**src/pxr_defs.svh**
```systemverilog
// Offsets, field positions and reset values for the paged external RAM
`ifndef PXR_DEFS_SVH
`define PXR_DEFS_SVH

`define PXR_RAM_BYTES        512
`define PXR_RAM_AW           9
`define PXR_PAGE_CTRL_OFS    8'hAA
`define PXR_PAGE_CTRL_RST    8'h00
`define PXR_PAGE_SEL_BIT     0
`define PXR_MOVE_CTRL_OFS    8'hAB
`define PXR_MOVE_CTRL_RST    8'h00
`define PXR_REDIRECT_BIT     0
`define PXR_STATUS_OFS       8'hAC

`endif

```
**src/pxr_pkg.sv**
```systemverilog
// Types shared by the paged external RAM block
package pxr_pkg;

   typedef enum logic [0:0] {
      PXR_MODE_PTR16 = 1'b0,
      PXR_MODE_IND8  = 1'b1
   } pxr_mode_type;

   typedef struct packed {
      logic         rd;
      logic         wr;
      pxr_mode_type mode;
      logic [15:0]  addr;
      logic [7:0]   wdata;
   } pxr_req_type;

   typedef struct packed {
      logic        wr;
      logic [8:0]  addr;
      logic [7:0]  wdata;
   } pxr_ram_cmd_type;

endpackage : pxr_pkg

```
**src/pxr_addr_map.sv**
```systemverilog
// Address former for external-move accesses
`timescale 1ns/10ps
`default_nettype none
`include "pxr_defs.svh"

module pxr_addr_map
   import pxr_pkg::*;
(
   input  wire pxr_mode_type mode,
   input  wire logic [15:0]  addr_in,
   input  wire logic         page_sel,
   output var  logic [15:0]  full_addr,
   output var  logic [8:0]   ram_addr
);

   always_comb begin
      // page is only 0 or 1
      if (mode == PXR_MODE_IND8) begin
         full_addr = {7'h00, page_sel, addr_in[7:0]};
      end else begin
         full_addr = addr_in;
      end
      ram_addr = full_addr[`PXR_RAM_AW-1:0];
   end

endmodule : pxr_addr_map
`default_nettype wire

```
**src/pxr_ram.sv**
```systemverilog
// Byte-wide single-port RAM with registered read data
`timescale 1ns/10ps
`default_nettype none
`include "pxr_defs.svh"

module pxr_ram
   import pxr_pkg::*;
(
   input  wire logic            clk,
   input  wire logic            en,
   input  wire pxr_ram_cmd_type cmd,
   output var  logic [7:0]      rdata
);

   logic [7:0] mem_reg [0:`PXR_RAM_BYTES-1];

   always_ff @(posedge clk) begin
      if (en && cmd.wr) begin
         mem_reg[cmd.addr] <= cmd.wdata;
      end
   end

   // Contents are not reset, as in a real RAM
   always_ff @(posedge clk) begin
      if (en && !cmd.wr) begin
         rdata <= mem_reg[cmd.addr];
      end
   end

endmodule : pxr_ram
`default_nettype wire

```
**src/pxr_top.sv**
```systemverilog
// Paged external data RAM with page and move-control registers
//
// Overview of operation
// - 512 bytes RAM in external data space
// - 8-bit operand: page supplies high byte
// - 16-bit pointer: only low nine bits decoded
// - RAM repeats every 0x200 across 64k
// - Moves hit RAM unless redirect enabled
// - Page select bit picks 256-byte half
`timescale 1ns/10ps
`default_nettype none
`include "pxr_defs.svh"

module pxr_top
   import pxr_pkg::*;
(
   input  wire logic        CLK,
   input  wire logic        SYS_RST,
   input  wire logic [7:0]  REG_ADDR,
   input  wire logic [7:0]  REG_WDATA,
   input  wire logic        REG_WR,
   input  wire logic        REG_RD,
   output var  logic [7:0]  REG_RDATA,
   input  wire logic        MOVE_RD,
   input  wire logic        MOVE_WR,
   input  wire logic        MOVE_IND8,
   input  wire logic [15:0] MOVE_ADDR,
   input  wire logic [7:0]  MOVE_WDATA,
   output var  logic [7:0]  MOVE_RDATA,
   output var  logic        MOVE_RVALID,
   output var  logic        REDIR_RD,
   output var  logic        REDIR_WR,
   output var  logic [15:0] REDIR_ADDR,
   output var  logic [7:0]  REDIR_WDATA
);

   pxr_req_type     req;
   pxr_ram_cmd_type ram_cmd;
   logic [7:0]      page_ctrl_reg;
   logic [7:0]      move_ctrl_reg;
   logic [15:0]     full_addr;
   logic [8:0]      ram_addr;
   logic [7:0]      ram_rdata;
   logic            ram_en;
   logic            redirect;
   logic            ram_rd_pend_reg;
   logic            redir_wr_cnt_reg;

   always_comb begin
      req.rd    = MOVE_RD;
      req.wr    = MOVE_WR;
      req.mode  = MOVE_IND8 ? PXR_MODE_IND8 : PXR_MODE_PTR16;
      req.addr  = MOVE_ADDR;
      req.wdata = MOVE_WDATA;
   end

   assign redirect = move_ctrl_reg[`PXR_REDIRECT_BIT];

   pxr_addr_map pxr_addr_map_inst (
      .mode      (req.mode),
      .addr_in   (req.addr),
      .page_sel  (page_ctrl_reg[`PXR_PAGE_SEL_BIT]),
      .full_addr (full_addr),
      .ram_addr  (ram_addr)
   );

   assign ram_en = (req.rd || req.wr) && !redirect;

   always_comb begin
      ram_cmd.wr    = req.wr;
      ram_cmd.addr  = ram_addr;
      ram_cmd.wdata = req.wdata;
   end

   pxr_ram pxr_ram_inst (
      .clk   (CLK),
      .en    (ram_en),
      .cmd   (ram_cmd),
      .rdata (ram_rdata)
   );

   // Only the page bit is stored; upper bits read zero
   always_ff @(posedge CLK) begin
      if (SYS_RST) begin
         page_ctrl_reg <= `PXR_PAGE_CTRL_RST;
      end else if (REG_WR && REG_ADDR == `PXR_PAGE_CTRL_OFS) begin
         page_ctrl_reg <= {7'h00, REG_WDATA[`PXR_PAGE_SEL_BIT]};
      end
   end

   always_ff @(posedge CLK) begin
      if (SYS_RST) begin
         move_ctrl_reg <= `PXR_MOVE_CTRL_RST;
      end else if (REG_WR && REG_ADDR == `PXR_MOVE_CTRL_OFS) begin
         move_ctrl_reg <= {7'h00, REG_WDATA[`PXR_REDIRECT_BIT]};
      end
   end

   // Status: redirect enable and parity of redirected writes
   always_ff @(posedge CLK) begin
      if (SYS_RST) begin
         redir_wr_cnt_reg <= 1'b0;
      end else if (req.wr && redirect) begin
         redir_wr_cnt_reg <= !redir_wr_cnt_reg;
      end
   end

   // Unmapped offsets read as zero
   always_ff @(posedge CLK) begin
      if (SYS_RST) begin
         REG_RDATA <= 8'h00;
      end else if (REG_RD) begin
         case (REG_ADDR)
            `PXR_PAGE_CTRL_OFS: REG_RDATA <= page_ctrl_reg;
            `PXR_MOVE_CTRL_OFS: REG_RDATA <= move_ctrl_reg;
            `PXR_STATUS_OFS:    REG_RDATA <= {6'h00, redir_wr_cnt_reg, redirect};
            default:            REG_RDATA <= 8'h00;
         endcase
      end else begin
         REG_RDATA <= 8'h00;
      end
   end

   // Read data one cycle after the strobe
   always_ff @(posedge CLK) begin
      if (SYS_RST) begin
         ram_rd_pend_reg <= 1'b0;
      end else begin
         ram_rd_pend_reg <= req.rd && !req.wr && !redirect;
      end
   end

   assign MOVE_RVALID = ram_rd_pend_reg;
   assign MOVE_RDATA  = ram_rd_pend_reg ? ram_rdata : 8'h00;

   // Redirected moves leave through registered outputs
   always_ff @(posedge CLK) begin
      if (SYS_RST) begin
         REDIR_RD    <= 1'b0;
         REDIR_WR    <= 1'b0;
         REDIR_ADDR  <= 16'h0000;
         REDIR_WDATA <= 8'h00;
      end else begin
         REDIR_RD    <= req.rd && redirect;
         REDIR_WR    <= req.wr && redirect;
         REDIR_ADDR  <= full_addr;
         REDIR_WDATA <= req.wdata;
      end
   end

endmodule : pxr_top
`default_nettype wire

```
**config.mk**
```make
export PLATFORM = sky130hd
export DESIGN_NAME = pxr_top
export DESIGN_NICKNAME = d
export VERILOG_FILES = /design/src/pxr_pkg.sv /design/src/pxr_addr_map.sv /design/src/pxr_ram.sv /design/src/pxr_top.sv
export VERILOG_INCLUDE_DIRS = /design/src
export SDC_FILE = /design/constraint.sdc
export NUM_CORES = 2
export LEC_CHECK = 0
export BUFFER_PORTS_ARGS = -buffer_cell sky130_fd_sc_hd__buf_4
export CORE_MARGIN = 2
export CORE_UTILIZATION = 55
export DETAILED_ROUTE_END_ITERATION = 7
export MAX_ROUTING_LAYER = met4
export PLACE_DENSITY = 0.8
export SLEW_MARGIN = 20
export SYNTH_ARGS = -nofsm -noshare
export SYNTH_HDL_FRONTEND = slang
export SYNTH_SLANG_ARGS = --single-unit
export TNS_END_PERCENT = 1
```
**constraint.sdc**
```tcl
create_clock -name CLK -period 3.65 [get_ports CLK]
set_input_delay 0.365 -clock CLK [delete_from_list [all_inputs] [get_ports CLK]]
set_output_delay 0.365 -clock CLK [all_outputs]
set_load 0.01 [all_outputs]
```
== After elaboration in Yosys (flattened, before gate mapping) ==
Memories as Yosys holds them, arrays and structs flattened. A register that Yosys moved wholly into a read port is not among the register bits.
Cells that the tools add are included.
Word-level totals
  register bits after elaboration: 38
  bits in writable memories: 4096
  input bits: 47
  output and inout port bits: 43
  word-level logic and storage cells: 36
  memories kept: 1
Cells by class
  equal/unequal tests: 3
  mux-type cells: 6
  bitwise gates (word level): 1
  reduce and logical (&&, ||, !) cells: 15
Memory list
  pxr_ram_inst.mem_reg: depth 512, width 8, rd ports 1, clocked after Yosys merged registers in 1, wr ports 1, RTL line pxr_ram.sv:15  | logic [7:0] mem_reg [0:`PXR_RAM_BYTES-1];
Operators by type and width (number)
  8-bit equality test, second input constant: 3
  1-bit logical AND: 9
  9-bit 2-to-1 mux: 1
  8-bit 2-to-1 mux: 1
  2-bit case mux with 3 select lines: 1
  2-bit OR reduction: 2
  1-bit logical NOT: 3
  1-bit 2-to-1 mux: 3
  1-bit logical OR: 1
  1-bit NOT: 1

== Longest topological paths before layout ==
  word-level depth: 5
  mapped depth: 12
  gate-level depth less buffers: 7

== Hierarchy ==
Synthesis repeated with hierarchy kept, for this count alone.
Unflattened totals
  cells, all modules: 7665
  area, all modules: 160527.7 µm²
Modules (own cells, without submodules)
  pxr_ram: instances 1, cells each 7539, area an instance 159231.5 µm², sequential area each 123238.2 µm²
  pxr_top: instances 1, cells each 101, area an instance 1092.3 µm², sequential area each 640.6 µm²
  pxr_addr_map: instances 1, cells each 25, area an instance 203.9 µm², sequential area each 0.0 µm²

== Least setup slack after synthesis ==
Ideal clock, no wire load.
  path type: input-to-reg
  start point: input port MOVE_ADDR[0]
  end point: memory pxr_ram_inst.mem_reg[129][0] (enable)
  library setup time: 370 ps
  arrival: 2549 ps
  data required time: 3280 ps
  slack: 731 ps
  stages on the path: 10
  buffers on the path: 6
  cell sequence: buf_6 > buf_6 > buf_2 > inv_2 > buf_2 > buf_2 > nor3_1 > nand2_1 > clkbuf_1 > nor2_1
Between the ends
  longest elaborated chain between the ends: 1
Ends and longest elaborated chain
  start, declared: RTL line pxr_top.sv:27  | input wire logic [15:0] MOVE_ADDR,
  9-bit 2-to-1 mux: RTL line pxr_addr_map.sv:18  | if (mode == PXR_MODE_IND8) begin
  end, declared: RTL line pxr_ram.sv:15
No other way between the ends.

== Final worst setup path ==
  start point: register page_ctrl_reg[0]
  end point: register pxr_ram_inst.rdata[2] (read register of pxr_ram_inst.mem_reg) (data pin)
Between the ends
  longest elaborated chain between the ends: 1
Ends and longest elaborated chain
  start, declared: RTL line pxr_top.sv:39  | logic [7:0] page_ctrl_reg;
  start signal, assigned: RTL line pxr_top.sv:85  | page_ctrl_reg <= `PXR_PAGE_CTRL_RST;
  start signal, assigned: RTL line pxr_top.sv:87  | page_ctrl_reg <= {7'h00, REG_WDATA[`PXR_PAGE_SEL_BIT]};
  9-bit 2-to-1 mux: RTL line pxr_addr_map.sv:18
  end, declared: RTL line pxr_ram.sv:12  | output var logic [7:0] rdata
No other way between the ends.
A chain may end at the register's enable or synchronous reset.

==> results.json <==
{
  "status": "finished with violations",
  "violations": "negative setup slack",
  "synth_top_area_share": 0.770,
  "maxSlewViolCount": 0,
  "synth_area_sq_mm": 0.160,
  "cts_made_buffers": 400,
  "drc": 0,
  "grt_max_degree": 153,
  "hpwl_um": 268000,
  "grt-ovfl-total": 0,
  "clockBufferDepth": 4,
  "rsz0062_at_grt": "false",
  "hold_viol": 0,
  "pin_count": 90,
  "viasPerCell": 6.83,
  "max_slew.worst_pin.slew_ns": 1.26,
  "power_density_mw_per_mm2": 534,
  "place_congestion": 0.977,
  "grt_pass1_wl_um": 634000,
  "hold_class": "in -> reg",
  "die_x_um": 543,
  "cts_max_level": 5,
  "final_nets": 8622,
  "fin_setup_tns_ns": -0.289,
  "period_share": 1.03,
  "cts_tree": "done",
  "layout.cells.non_filler": 12825,
  "post-place-ws_ns": -0.770,
  "maxCapViolCount": 0,
  "fin_util": 0.642,
  "clock_latency_ns": 0.99,
  "worstPathRequired_ns": 4.37,
  "synthArstFlopShare": 0,
  "synthCells": 7507,
  "cts-root-buf": "clkbuf_16",
  "clkTransAtPathRegs_ns": 0.07,
  "cp_max_fo": 7,
  "p_total_mw": 99.7,
  "fmax_mhz": 265,
  "synth_edf_count": 4104,
  "finalClockSkew_ns": 0.0791,
  "fillCellCount": 17607,
  "drive_gt1_frac": 0.305,
  "firstDrtPassIters": 8,
  "end_kind": "register",
  "ys_seq_area_frac": 0.774,
  "startpoint_type": "register",
  "yosys-top-cells-count": "edfxtp_1 (4104), mux4_2 (961), nor2_1 (635)",
  "port_buffers": 76,
  "avgSynthCellArea_sq_um": 21.3,
  "p_leak_nw": 60.7,
  "largest_reg_flops": 4096,
  "design.core.area_sq_mm": 0.290,
  "vdd_drop_max_uv": 410,
  "synth_most_common_cell": "edfxtp_1",
  "yosysWarnings": 0,
  "die-area_sq_mm": 0.295,
  "synth.top_cells.by_area": "edfxtp_1 (77%), mux4_2 (14%), mux2i_1 (2.6%)",
  "dp.cells": 12034,
  "cts.sinks": 4136,
  "first_iter_violations": 15470,
  "num_vias": 87579,
  "postCtsSetupBuffers": 0,
  "ant_nets": 0,
  "synth_top_area_cell": "edfxtp_1",
  "cp.arrival_ns": 4.50,
  "synthFlopType": "edfxtp_1",
  "grt_pass1_vias": 87380,
  "worst_slack_ns": -0.125,
  "finalSetupViolations": 3,
  "track_usage": 0.310,
  "synth.distinct_cells": 71,
  "slew_headroom": 0.153,
  "crit_type": "reg -> reg",
  "placementRows": 198,
  "post_drt_wl_per_cell_um": 34.9,
  "wl_um": 447000,
  "syn2layout_area_growth_pct": 16.5,
  "fin_crit_ns": 3.77,
  "die_y_um": 543,
  "antenna_found_initial": 16,
  "yosys_register_bits": 4136,
  "start_util": 0.551
}
==> worst paths after layout <==
path,startpoint,end,slack (ns),depth (start not counted)
worst max-delay path,page_ctrl_reg[0],pxr_ram_inst.rdata[2],-0.12,9
worst max register to register,page_ctrl_reg[0],pxr_ram_inst.rdata[2],-0.12,9
worst min-delay path,MOVE_WDATA[0],pxr_ram_inst.mem_reg[380][0],0.02,1
worst min register to register,redir_wr_cnt_reg,redir_wr_cnt_reg,0.54,2
==> kinds of logic (layout without fill, tap and decap cells) <==
kind of cell	count (synthesis)	count (layout)	synth area share
xor gates and xnor gates	1	1	0.0000547
buffers and inverters	470	1868	0.0140
other	1	21	0.0000234
and+or+nand+nor	966	966	0.0258
muxes	1421	1421	0.164
DFF	4136	4136	0.774
AOI/OAI and AO/OA	512	512	0.0217
==> power breakdown <==
group | switching, mW | internal, mW
clock network | 18.4 | 23.8
registers | 0.0403 | 52.3
logic | 3.29 | 1.91
total | 21.7 | 78.0
==> layout make-up <==
cell class	instances	area [sq um]	area share
antenna	15	37.5	0.000201
clock buffer	480	10400	0.0556
tap	3900	4880	0.0262
clock inverter	257	2990	0.0160
multi-input combinational	2906	34200	0.183
sequential	4136	124000	0.664
timing repair buffer	1126	10200	0.0545
inverter	5	28.8	0.000154
==> cell usage in the layout (no fill, tap or decap), types with 19 or more instances in the layout <==
cell type / n
a21oi_1: 72
a221oi_1: 25
a22oi_1: 73
and2_1: 25
buf_12: 120
buf_4: 955
bufinv_16: 47
clkbuf_1: 74
clkbuf_16: 400
clkinv_1: 86
clkinv_2: 72
dfxtp_1: 32
dlygate4sd3_1: 38
edfxtp_1: 4104
mux2_2: 41
mux2i_1: 417
mux4_2: 961
nand2_1: 95
nand3_1: 43
nand4_1: 24
nor2_1: 633
nor2b_1: 20
nor3_1: 33
nor4_1: 19
o21ai_0: 58
o22ai_1: 143
o32ai_1: 21
==> worst max-delay path, stage by stage, from the launching register on <==
cell and delay, ns:
dfxtp_1 0.36, mux2_2 0.43, nand4_1 0.42, buf_12 0.18, o22ai_1 0.15, nor2_1 0.37
nand4_1 0.38, a2111oi_0 0.87, buf_4 0.24, nand4_1 0.09
==> metal layers <==
layer  up-vias  part of all wire  wire (um)  GRT usage
met1     44620              0.33     147000      0.394
met3      1526              0.14      61100     0.0776
met5         -                 0          0          -
met2      8014              0.47     210000      0.468
li1      33419                 -          -          -
met4         0             0.065      29000      0.162
==> per-stage QoR <==
step           hold WS (ns)  cell area [sq um]
2_1_floorplan         0.437             160000
3_3_place_gp          0.484             173000
3_5_place_dp          0.516             173000
4_1_cts              0.0105             186000
5_1_grt              0.0236             187000
6_report             0.0234             187000
==> timing repair <==
item | in CTS | in global routing
endpoints found under the setup margin | 3 | 3
gates resized for setup | 5 | 3
hold buffers | 37 | 1
endpoints found under the hold margin | 394 | 27
cloned | 0 | 0
(Power assumes the default switching activity.)
